==> config.mk <==
export PLATFORM = sky130hd
export DESIGN_NAME = scb_bridge
export DESIGN_NICKNAME = d
export VERILOG_FILES = /design/src/scb_pkg.sv /design/src/scb_bridge.sv
export SDC_FILE = /design/constraint.sdc
export NUM_CORES = 2
export LEC_CHECK = 0
export ABC_AREA = 0
export CAP_MARGIN = 20
export CORE_UTILIZATION = 50
export CTS_CLUSTER_SIZE = 30
export DETAILED_ROUTE_END_ITERATION = 8
export DONT_BUFFER_PORTS = 1
export GPL_TIMING_DRIVEN = 0
export PLACE_DENSITY = 0.65
export RECOVER_POWER = 25
export SYNTH_ARGS = -nofsm -noshare
export SYNTH_HDL_FRONTEND = slang
export SYNTH_SLANG_ARGS = --single-unit
==> constraint.sdc <==
create_clock -name I_CLK -period 28.2 [get_ports I_CLK]
set_clock_uncertainty 0.15 [all_clocks]
set_input_delay 1.41 -clock I_CLK [delete_from_list [all_inputs] [get_ports I_CLK]]
set_output_delay 1.41 -clock I_CLK [all_outputs]
set_load 0.01 [all_outputs]
==> src/scb_pkg.sv <==
`default_nettype none
package scb_pkg;
   // ---------------------------------------------------------------
   // widths
   // ---------------------------------------------------------------
   localparam int DATA_W = 128;
   localparam int ADDR_W = 32;
   localparam int TAG_W = 6;
   localparam int KIND_W = 2;
   localparam int NUM_TAGS = 64;
   // ---------------------------------------------------------------
   // queue depths
   // ---------------------------------------------------------------
   localparam int OB_DEPTH = 8;
   localparam int IN_DEPTH = 8;
   localparam int RB_DEPTH = 8;
   // ---------------------------------------------------------------
   // outbound entry layout: {write, tag, addr, data}
   // ---------------------------------------------------------------
   localparam int OB_DATA_LSB = 0;
   localparam int OB_ADDR_LSB = 128;
   localparam int OB_TAG_LSB = 160;
   localparam int OB_WR_BIT = 166;
   localparam int OB_W = 167;
   // ---------------------------------------------------------------
   // inbound entry layout: {kind, hipri, toreg, tag, addr, data}
   // ---------------------------------------------------------------
   localparam int IN_DATA_LSB = 0;
   localparam int IN_ADDR_LSB = 128;
   localparam int IN_TAG_LSB = 160;
   localparam int IN_TOREG_BIT = 166;
   localparam int IN_HIPRI_BIT = 167;
   localparam int IN_KIND_LSB = 168;
   localparam int IN_W = 170;
   // ---------------------------------------------------------------
   // inbound transaction kinds
   // ---------------------------------------------------------------
   localparam logic [1:0] KIND_RET = 2'h0;
   localparam logic [1:0] KIND_MWR = 2'h1;
   localparam logic [1:0] KIND_MRD = 2'h2;
   // ---------------------------------------------------------------
   // priority promotion
   // ---------------------------------------------------------------
   localparam int IN_HI_COUNT = 2;
   localparam int IN_AGE_CYC = 16;
   localparam int AGE_W = 5;
   localparam logic [AGE_W-1:0] AGE_LIMIT = 5'h10;
   localparam logic [AGE_W-1:0] AGE_RESET = 5'h00;
   localparam logic SOC_TICK_RESET = 1'b0;
   // ---------------------------------------------------------------
   // inbound execution states
   // ---------------------------------------------------------------
   typedef enum logic [1:0] {
      ST_IDLE = 2'h0,
      ST_RDWAIT = 2'h1
   } scb_state_e;
endpackage : scb_pkg
`default_nettype wire
==> src/scb_bridge.sv <==
// Behaviour
// memory reads and high DMA request high priority
// two or more inbound entries force high priority
// lone entry waiting 16 cycles gets promoted
// memory targets go over arbitrated memory-side bus
// core peripheral traffic passes the outbound queue
// outbound entries request and execute on peripheral bus
// core read data returns through inbound queue
// core peripheral reads split into request, return
// register read return written to core register
// external read return becomes register-side write
// core read completes once request enters queue
// dependent instruction held until return data written
// full outbound queue stalls core
// inbound writes pick memory or register bus by target
// master reads return data via read-return buffer
// master reads use memory bus unless register target
// every queued request eventually serviced
// software keeps peripheral accesses under eight per burst
// peripheral-side queues carry 128-bit words
// peripheral side runs at half core rate
// all queues deliver in acceptance order
// split read carries destination register tag
`default_nettype none

// -------------------------------------------------------------------
// in-order fifo
// -------------------------------------------------------------------
module scb_fifo #(
   parameter int W = 8,
   parameter int D = 8
) (
   input wire logic i_clk,
   input wire logic i_resetn,
   input wire logic i_ce,
   input wire logic i_in_valid,
   input wire logic [W-1:0] i_in_data,
   output logic o_in_ready,
   output logic o_out_valid,
   output logic [W-1:0] o_out_data,
   input wire logic i_out_ready,
   output logic [$clog2(D+1)-1:0] o_count
);
   localparam int AW = (D > 1) ? $clog2(D) : 1;
   localparam int CW = $clog2(D + 1);
   logic [W-1:0] mem_q [D];
   logic [AW-1:0] wr_q;
   logic [AW-1:0] rd_q;
   logic [CW-1:0] cnt_q;
   wire push = i_in_valid && o_in_ready;
   wire pop = o_out_valid && i_out_ready;
   wire [AW-1:0] wr_nx = (wr_q == AW'(D - 1)) ? '0 : wr_q + 1'b1;
   wire [AW-1:0] rd_nx = (rd_q == AW'(D - 1)) ? '0 : rd_q + 1'b1;
   assign o_in_ready = (cnt_q != CW'(D));
   assign o_out_valid = (cnt_q != '0);
   assign o_out_data = mem_q[rd_q];
   assign o_count = cnt_q;
   // storage holds no reset; only valid slots are ever read
   always_ff @(posedge i_clk) begin
      if (i_ce && push) begin
         mem_q[wr_q] <= i_in_data;
      end
   end

   // single read and write pointers keep entries in order
   always_ff @(posedge i_clk) begin
      if (!i_resetn) begin
         wr_q <= '0;
         rd_q <= '0;
         cnt_q <= '0;
      end else if (i_ce) begin
         if (push) begin
            wr_q <= wr_nx;
         end
         if (pop) begin
            rd_q <= rd_nx;
         end
         if (push && !pop) begin
            cnt_q <= cnt_q + 1'b1;
         end else if (pop && !push) begin
            cnt_q <= cnt_q - 1'b1;
         end
      end
   end
endmodule : scb_fifo

// -------------------------------------------------------------------
// bridge top
// -------------------------------------------------------------------
module scb_bridge import scb_pkg::*; #(
   parameter int OB_D = OB_DEPTH,
   parameter int IN_D = IN_DEPTH,
   parameter int RB_D = RB_DEPTH
) (
   input wire logic I_CLK,
   input wire logic I_RESETN,
   input wire logic I_CE,
   // core side
   input wire logic I_CORE_VALID,
   input wire logic I_CORE_WRITE,
   input wire logic [ADDR_W-1:0] I_CORE_ADDR,
   input wire logic [DATA_W-1:0] I_CORE_WDATA,
   input wire logic [TAG_W-1:0] I_CORE_DEST,
   output logic O_CORE_READY,
   input wire logic I_CORE_USE_VALID,
   input wire logic [TAG_W-1:0] I_CORE_USE_REG,
   output logic O_CORE_HOLD,
   // peripheral bus, outbound
   output logic O_PB_CLK_EN,
   output logic O_PB_REQ,
   input wire logic I_PB_GNT,
   output logic O_PB_WRITE,
   output logic [ADDR_W-1:0] O_PB_ADDR,
   output logic [DATA_W-1:0] O_PB_WDATA,
   output logic [TAG_W-1:0] O_PB_TAG,
   // peripheral bus, inbound
   input wire logic I_PB_IN_VALID,
   input wire logic [KIND_W-1:0] I_PB_IN_KIND,
   input wire logic I_PB_IN_HIPRI,
   input wire logic I_PB_IN_TOREG,
   input wire logic [TAG_W-1:0] I_PB_IN_TAG,
   input wire logic [ADDR_W-1:0] I_PB_IN_ADDR,
   input wire logic [DATA_W-1:0] I_PB_IN_DATA,
   output logic O_PB_IN_READY,
   // peripheral bus, read return
   output logic O_RB_VALID,
   output logic [DATA_W-1:0] O_RB_DATA,
   input wire logic I_RB_READY,
   // memory-side bus
   output logic O_MEM_REQ,
   output logic O_MEM_HIPRI,
   input wire logic I_MEM_GNT,
   output logic O_MEM_WRITE,
   output logic [ADDR_W-1:0] O_MEM_ADDR,
   output logic [DATA_W-1:0] O_MEM_WDATA,
   input wire logic I_MEM_RVALID,
   input wire logic [DATA_W-1:0] I_MEM_RDATA,
   // register-side bus
   output logic O_REG_REQ,
   input wire logic I_REG_GNT,
   output logic O_REG_WRITE,
   output logic [ADDR_W-1:0] O_REG_ADDR,
   output logic [DATA_W-1:0] O_REG_WDATA,
   input wire logic [DATA_W-1:0] I_REG_RDATA
);
   localparam int OCW = $clog2(OB_D + 1);
   localparam int ICW = $clog2(IN_D + 1);
   localparam int RCW = $clog2(RB_D + 1);
   // ---------------------------------------------------------------
   // half-rate peripheral tick
   // ---------------------------------------------------------------
   // one core clock, the peripheral side acts on every other edge,
   // so no crossing logic is needed between the two rates
   logic soc_tick_q;
   always_ff @(posedge I_CLK) begin
      if (!I_RESETN) begin
         soc_tick_q <= SOC_TICK_RESET;
      end else if (I_CE) begin
         soc_tick_q <= !soc_tick_q;
      end
   end
   assign O_PB_CLK_EN = soc_tick_q;
   // ---------------------------------------------------------------
   // outbound queue
   // ---------------------------------------------------------------
   wire [OB_W-1:0] ob_in = {I_CORE_WRITE, I_CORE_DEST, I_CORE_ADDR, I_CORE_WDATA};
   wire [OB_W-1:0] ob_head;
   wire ob_ready;
   wire ob_valid;
   wire [OCW-1:0] ob_cnt;
   wire ob_issue = ob_valid && soc_tick_q && I_PB_GNT;
   wire core_push = I_CORE_VALID && ob_ready;
   wire core_rd_push = core_push && !I_CORE_WRITE;
   // all core peripheral traffic enters here; full stalls the core
   assign O_CORE_READY = ob_ready;
   scb_fifo #(.W(OB_W), .D(OB_D)) u_core_outbound_queue (
      .i_clk(I_CLK),
      .i_resetn(I_RESETN),
      .i_ce(I_CE),
      .i_in_valid(I_CORE_VALID),
      .i_in_data(ob_in),
      .o_in_ready(ob_ready),
      .o_out_valid(ob_valid),
      .o_out_data(ob_head),
      .i_out_ready(ob_issue),
      .o_count(ob_cnt)
   );

   assign O_PB_REQ = ob_valid;
   assign O_PB_WRITE = ob_head[OB_WR_BIT];
   assign O_PB_ADDR = ob_head[OB_ADDR_LSB +: ADDR_W];
   assign O_PB_WDATA = ob_head[OB_DATA_LSB +: DATA_W];
   assign O_PB_TAG = ob_head[OB_TAG_LSB +: TAG_W];
   // ---------------------------------------------------------------
   // inbound queue
   // ---------------------------------------------------------------
   wire [IN_W-1:0] in_entry = {I_PB_IN_KIND, I_PB_IN_HIPRI, I_PB_IN_TOREG, I_PB_IN_TAG,
                               I_PB_IN_ADDR, I_PB_IN_DATA};
   wire [IN_W-1:0] in_head;
   wire in_ready;
   wire in_valid;
   wire [ICW-1:0] in_cnt;
   wire in_pop;
   wire in_accept = I_PB_IN_VALID && soc_tick_q;
   assign O_PB_IN_READY = in_ready && soc_tick_q;
   scb_fifo #(.W(IN_W), .D(IN_D)) u_core_inbound_queue (
      .i_clk(I_CLK),
      .i_resetn(I_RESETN),
      .i_ce(I_CE),
      .i_in_valid(in_accept),
      .i_in_data(in_entry),
      .o_in_ready(in_ready),
      .o_out_valid(in_valid),
      .o_out_data(in_head),
      .i_out_ready(in_pop),
      .o_count(in_cnt)
   );

   wire [KIND_W-1:0] hd_kind = in_head[IN_KIND_LSB +: KIND_W];
   wire hd_hipri = in_head[IN_HIPRI_BIT];
   wire hd_toreg = in_head[IN_TOREG_BIT];
   wire [TAG_W-1:0] hd_tag = in_head[IN_TAG_LSB +: TAG_W];
   wire [ADDR_W-1:0] hd_addr = in_head[IN_ADDR_LSB +: ADDR_W];
   wire [DATA_W-1:0] hd_data = in_head[IN_DATA_LSB +: DATA_W];
   wire hd_ret = (hd_kind == KIND_RET);
   wire hd_rd = (hd_kind == KIND_MRD);
   // returned core read data always lands in a core register
   wire hd_use_reg = hd_ret || hd_toreg;
   // ---------------------------------------------------------------
   // read-return buffer
   // ---------------------------------------------------------------
   wire rb_push;
   wire rb_ready;
   wire [DATA_W-1:0] rb_data_in;
   wire rb_valid;
   wire rb_pop = rb_valid && soc_tick_q && I_RB_READY;
   scb_fifo #(.W(DATA_W), .D(RB_D)) u_read_return_buffer (
      .i_clk(I_CLK),
      .i_resetn(I_RESETN),
      .i_ce(I_CE),
      .i_in_valid(rb_push),
      .i_in_data(rb_data_in),
      .o_in_ready(rb_ready),
      .o_out_valid(rb_valid),
      .o_out_data(O_RB_DATA),
      .i_out_ready(rb_pop),
      .o_count()
   );
   assign O_RB_VALID = rb_valid && soc_tick_q;
   // ---------------------------------------------------------------
   // inbound execution
   // ---------------------------------------------------------------
   scb_state_e state_q;
   scb_state_e state_d;
   // a master read only starts when the return buffer has room, so
   // the data it brings back can never be dropped
   wire can_go = in_valid && (state_q == ST_IDLE) && (!hd_rd || rb_ready);
   wire bus_gnt = hd_use_reg ? I_REG_GNT : I_MEM_GNT;
   wire granted = can_go && bus_gnt;
   assign O_MEM_REQ = can_go && !hd_use_reg;
   assign O_REG_REQ = can_go && hd_use_reg;
   assign O_MEM_WRITE = !hd_rd;
   assign O_MEM_ADDR = hd_addr;
   assign O_MEM_WDATA = hd_data;
   assign O_REG_WRITE = !hd_rd;
   assign O_REG_ADDR = hd_ret ? ADDR_W'(hd_tag) : hd_addr;
   assign O_REG_WDATA = hd_data;
   wire mem_rd_done = (state_q == ST_RDWAIT) && I_MEM_RVALID;
   assign rb_push = (granted && hd_rd && hd_use_reg) || mem_rd_done;
   assign rb_data_in = mem_rd_done ? I_MEM_RDATA : I_REG_RDATA;
   assign in_pop = (granted && !(hd_rd && !hd_use_reg)) || mem_rd_done;
   always_comb begin
      state_d = state_q;
      unique case (state_q)
         ST_IDLE: begin
            if (granted && hd_rd && !hd_use_reg) begin
               state_d = ST_RDWAIT;
            end
         end
         ST_RDWAIT: begin
            if (I_MEM_RVALID) begin
               state_d = ST_IDLE;
            end
         end
      endcase
   end

   always_ff @(posedge I_CLK) begin
      if (!I_RESETN) begin
         state_q <= ST_IDLE;
      end else if (I_CE) begin
         state_q <= state_d;
      end
   end

   // ---------------------------------------------------------------
   // memory-side priority
   // ---------------------------------------------------------------
   logic [AGE_W-1:0] age_q;
   wire aged = (age_q >= AGE_LIMIT);
   always_ff @(posedge I_CLK) begin
      if (!I_RESETN) begin
         age_q <= AGE_RESET;
      end else if (I_CE) begin
         if (!in_valid || in_pop) begin
            age_q <= AGE_RESET;
         end else if (!aged) begin
            age_q <= age_q + 1'b1;
         end
      end
   end

   // promotion by age keeps a lone entry from starving behind the core
   assign O_MEM_HIPRI = O_MEM_REQ && (hd_rd || hd_hipri
                        || (in_cnt >= ICW'(IN_HI_COUNT))
                        || aged);

   // ---------------------------------------------------------------
   // split read scoreboard
   // ---------------------------------------------------------------
   logic [NUM_TAGS-1:0] pend_q;
   wire ret_done = granted && hd_ret;
   always_ff @(posedge I_CLK) begin
      if (!I_RESETN) begin
         pend_q <= '0;
      end else if (I_CE) begin
         for (int i = 0; i < NUM_TAGS; i++) begin
            // a new request wins over a return to the same register
            if (core_rd_push && (I_CORE_DEST == TAG_W'(i))) begin
               pend_q[i] <= 1'b1;
            end else if (ret_done && (hd_tag == TAG_W'(i))) begin
               pend_q[i] <= 1'b0;
            end
         end
      end
   end
   assign O_CORE_HOLD = I_CORE_USE_VALID && pend_q[I_CORE_USE_REG];
endmodule : scb_bridge
`default_nettype wire

### After elaboration in Yosys (flattened, before gate mapping)

Memories as Yosys holds them, arrays and structs flattened. A register that Yosys moved wholly into a read port is not among the register bits.
Index checks and enable logic that the tools add are counted.
Widths: inputs -> output; s select.

| cells by class | value |
|---|---|
| add/subtract/negate cells | 13 |
| $lt $le $gt $ge | 3 |
| equality and inequality tests | 140 |
| muxes and demuxes | 162 |
| reduce and logical (&&, ||, !) cells | 333 |

Operators with widths:

| operator | count |
|---|---|
| $eq 6x6->1 const B | 64 |
| $eq 6x5->1 const B | 32 |
| $logic_and 1x1->1 | 164 |
| $reduce_and 2->1 | 74 |
| $mux 1 | 136 |
| $reduce_bool 2->1 | 67 |
| $mux 128 | 1 |
| $eq 6x4->1 const B | 16 |
| $eq 6x3->1 const B | 8 |
| $mux 3 | 12 |
| $mux 32 | 1 |
| $eq 6x2->1 const B | 4 |
| $mux 4 | 6 |
| $add 3x1->3 const B | 6 |
| $eq 3x3->1 const B | 6 |
| $add 4x1->4 const B | 3 |
| $eq 6x1->1 const B | 2 |
| $logic_not 1->1 | 12 |
| $logic_not 6->1 | 2 |
| $ne 4x4->1 const B | 3 |
| $reduce_bool 4->1 | 3 |
| $sub 4x1->4 const B | 3 |
| $mux 5 | 2 |
| $logic_or 1x1->1 | 8 |
| other kinds (13) | 16 |

| word-level totals | value |
|---|---|
| register bits after elaboration | 102 |
| bits in writable memories | 3720 |
| input bits | 610 |
| output and inout bits | 626 |
| word-level logic and storage cells | 730 |
| memories | 3 |

Memories:

| memory | words | width | rd ports | clocked after memory_dff | wr ports | RTL line | text |
|---|---|---|---|---|---|---|---|
| u_core_inbound_queue.mem_q | 8 | 170 | 1 | 1 | 1 | scb_bridge.sv:46 | `logic [W-1:0] mem_q [D];` |
| u_core_outbound_queue.mem_q | 8 | 167 | 1 | 1 | 1 | scb_bridge.sv:46 |  |
| u_read_return_buffer.mem_q | 8 | 128 | 1 | 1 | 1 | scb_bridge.sv:46 |  |

### Longest topological paths before layout

| depth | value |
|---|---|
| word-level depth | 13 |
| gate-level depth with buffers | 17 |
| gate-level depth less buffers | 14 |

### Cells and area by module

From an unflattened synthesis, not the netlist that was laid out.

| unflattened totals | value |
|---|---|
| cells, all modules | 6349 |
| area, all modules | 148636.3 um^2 |

Modules (own cells, without submodules):

| module | instances | cells an instance | area an instance (um^2) | seq. area each (um^2) |
|---|---|---|---|---|
| scb_fifo (u_core_inbound_queue) | 1 | 2043 | 51713.3 | 41099.4 |
| scb_fifo (u_core_outbound_queue) | 1 | 2008 | 50793.7 | 40378.7 |
| scb_fifo (u_read_return_buffer) | 1 | 1557 | 39619.2 | 31009.7 |
| scb_bridge | 1 | 741 | 6510.0 | 1421.4 |

### Least setup slack after synthesis

Ideal clock, no wire load.

| path | value |
|---|---|
| path type | input port to flip-flop |
| from | in I_CE |
| to | mem u_core_outbound_queue.mem_q[0][0] in the netlist's numbering (enable) |
| library setup time | 1.103 ns |
| arrival | 17.578 ns |
| required time | 26.947 ns |
| slack | 9.369 ns |
| stages | 3 |
| path buffers | 1 |
| path through | clkbuf_1 nand2_1 nor4_1 |

| on the way | value |
|---|---|
| cells in the longest elaborated chain, start to end | 3 |

Ends and longest elaborated chain:

| element | RTL line | text |
|---|---|---|
| start, declared | scb_bridge.sv:97 | `input wire logic I_CE,` |
| $logic_and 1x1->1 | scb_bridge.sv:60 | `if (i_ce && push) begin` |
| $mux 1 | scb_bridge.sv:60 |  |
| $mux 1 (not written as such) | scb_bridge.sv:61 | `mem_q[wr_q] <= i_in_data;` |
| end, declared | scb_bridge.sv:46 |  |

No other way between the ends.

==> reports/qor.csv <==
stage,metric,value,unit
outcome,status,completed,
global_route,grt_max_degree,27,
global_route,grt_pass1_wl,515,mm
timing,slew_headroom,24.7,%
place,finalWeightedCongestion,0.816,
global_route,grt_usage,24.6,%
timing,period_share,23.3,%
synth,yosysSeqAreaShare,77.4,%
die,ios,1236,
drt,drt_iter0_markers,6142,
place,post-dp-hpwl,262,mm
synth,synth.ff_latch_count,3830,
finish,multi_input_area,31200,sq um
clocking,cts.sinks,3830,
worst_setup_path,path_class,reg -> out,
clocking,cts_tree,yes,
finish,syn2layout_area_growth,15.3,%
drt,ant_nets,0,
power,p_comb_share,5.0,%
hold_path,hold_path.class,reg -> reg,
power,power.switching,2.51,mW
timing,rsz0062_at_grt,no,
timing,setup_viol,0,
synth,synth_area,147000,sq um
power,p_per_area,69.8,nW/um^2
power,p_leak,52.2,nW
drt,drcViolationCount,0,
timing,hold_ws,0.342,ns
synth,syn_avg_cell_area,23.4,sq um
power,seqPwrFrac,53.2,%
finish,fin_nets,7710,
die,die_x,545,um
die,rows,198,
finish,fin_area,170000,sq um
finish,fin_cells,11297,
synth,synth.distinct_cells,56,
finish,final_core_util,58.2,%
die,initial_utilization,50.4,%
drt,firstDrtPassIters,6,
timing,fin_tns_setup,0,ns
clocking,holdBufCountCts,0,
clocking,post_cts_buffers,0,
synth,syn_nets,6914,
synth,synth-edff-count,3720,
timing,max_freq,0.152,GHz
synth,synth-async-reset-ratio,0,%
synth,synth-main-ff-cell,edfxtp_1,
clocking,clkTransAtPathRegs,0.06,ns
timing,worst_pin_slew,1.12,ns
place,io_buffers,0,
worst_setup_path,cp.required,26.64,ns
finish,seqCellArea,114000,sq um
global_route,antenna_found_initial,13,
clocking,worstSkewPairLatency,0.91,ns
worst_setup_path,crit_path_start_kind,flop,
clocking,cts_buffer_depth,4,
place,dp.cells,10580,
flow_run,cap_violations,0,
global_route,grt_pass1_vias,69872,
power,power.total,11.9,mW
finish,fillerInstances,20743,
place,place_ws,22.42,ns
timing,timing.final.hold_violations,0,
timing,setup_ws,21.63,ns
worst_setup_path,end_kind,output port,
timing,min_period,6.57,ns
worst_setup_path,critPathMaxFanout,10,
power,vdd_drop_max,0.0594,mV
drt,vias,67850,
timing,drv_slew,0,
die,dieArea,297000,sq um
drt,finalWirelength,369,mm
clocking,postCtsResizedCells,0,
synth,yosysWarnings,0,
synth,syn_inst,6278,
place,place_area,157000,sq um
global_route,overflow,0,
power,clock_power_share,41.9,%
power,internal_power,9.35,mW
power,sw_frac_of_total,21.2,%
clocking,htreeDepth,5,
clocking,root_buffer,clkbuf_16,
die,design.core.area,292000,sq um
finish,drive_gt1_share,36.3,%
drt,viasPerCell,6.01,
worst_setup_path,arrival,5.01,ns
drt,post_drt_wl_per_cell,32.6,um
die,die_y,545,um
clocking,cts_buffers,386,
[final timing paths]
kind / start / end / slack, ns / cells past startpoint
hold / removal: pend_q[63] / pend_q[63] / 0.34 / 1
setup / recovery: flop / O_REG_WDATA[72] / 21.63 / 9
hold reg to reg: pend_q[63] / pend_q[63] / 0.34 / 1
setup reg to reg: flop / u_read_return_buffer.mem_q[4][110] / 23.27 / 11
[cells in the final DEF (no fill, tap or decap), types with 11 or more instances in the layout]
cell type,instances
buf_1,66
nor3_1,12
buf_16,19
dfxtp_1,110
mux2_2,586
nor2_1,70
nor2b_1,31
a32o_1,64
ha_1,23
buf_12,63
a21oi_1,20
nand2b_1,13
buf_6,180
clkinv_2,62
buf_4,234
diode_2,15
inv_1,11
bufinv_16,29
buf_8,44
nand2_1,93
clkinv_1,82
clkbuf_16,388
buf_2,48
edfxtp_1,3720
clkbuf_1,284
mux4_2,951
mux2i_1,20
[synth_stat cells (all sizes together) (10+ instances only)]
library cell / instances / share of area, %
inv: 11 / 0.028
a32o: 65 / 0.44
mux4: 951 / 15
clkbuf: 194 / 0.50
nand2b: 13 / 0.055
ha: 23 / 0.20
a21oi: 20 / 0.068
nand2: 93 / 0.24
buf: 246 / 1.0
nor2: 80 / 0.20
mux2i: 20 / 0.14
dfxtp: 110 / 1.5
edfxtp: 3720 / 76
xnor2: 10 / 0.059
nor2b: 31 / 0.13
mux2: 587 / 4.5
nor3: 20 / 0.068
[sequential cells by signal, indices dropped and copies added (netlist names), named ones only]
| name | count |
|---|---|
| state_q | 1 |
| u_read_return_buffer.o_count | 4 |
| u_core_inbound_queue.o_count | 4 |
| u_core_inbound_queue.mem_q | 1360 |
| u_core_inbound_queue.wr_q | 3 |
| u_read_return_buffer.mem_q | 1024 |
| O_PB_CLK_EN | 1 |
| u_read_return_buffer.rd_q | 3 |
| pend_q | 64 |
| u_core_outbound_queue.wr_q | 3 |
| u_core_inbound_queue.rd_q | 3 |
| age_q | 5 |
| u_core_outbound_queue.rd_q | 3 |
| u_core_outbound_queue.o_count | 4 |
| u_core_outbound_queue.mem_q | 1336 |
| u_read_return_buffer.wr_q | 3 |
[area by class of cell]
type | count | area share [%]
multi-input cells | 1997 | 18.4
well taps | 3900 | 2.87
plain buffers | 440 | 1.31
diodes | 15 | 0.0221
inverters | 11 | 0.0243
flip-flops and latches | 3830 | 67.1
clock inverters | 212 | 1.28
clock buffers | 484 | 5.94
repair buffers | 408 | 3.08
[critical path, cell delays in order, from the launching register on]
cell and delay [ns]:
dfxtp_1 0.30, buf_2 0.20, buf_6 0.20, buf_2 0.31, buf_2 0.32, clkbuf_1 0.80, clkbuf_1 0.78, mux4_2 0.41
mux2_2 0.48, buf_4 0.24
[power by group through the flow]
stage | logic (mW) | registers [mW] | clock network [mW]
floorplan | 0.392 | 6.44 | 0
global placement | 0.568 | 6.46 | 0
detailed placement | 0.595 | 6.42 | 0
CTS | 0.597 | 6.30 | 5.03
global route | 0.621 | 6.30 | 5.24
finish | 0.590 | 6.30 | 4.96
[logic make-up after synthesis]
| logic type | Yosys count | share of synthesized area (%) |
|---|---|---|
| DFF | 3830 | 77.4 |
| muxes | 1558 | 19.2 |
| buffers and inverters | 451 | 1.54 |
| and+or+nand+nor | 289 | 0.940 |
| AOI/OAI and AO/OA | 111 | 0.655 |
| adders and majority gates | 26 | 0.236 |
| xor gates and xnor gates | 13 | 0.0773 |
[routing by layer]
metal | routed length, um | track usage, % | part of all wire (%) | up-vias
li1 | - | - | - | 28096
met1 | 138000 | 30.7 | 37 | 36442
met2 | 180000 | 40.0 | 49 | 2720
met3 | 35800 | 8.12 | 9.7 | 588
met4 | 15600 | 9.54 | 4.2 | 4
met5 | 27 | 0 | 0.0073 | -
(Power assumes the default switching activity.)
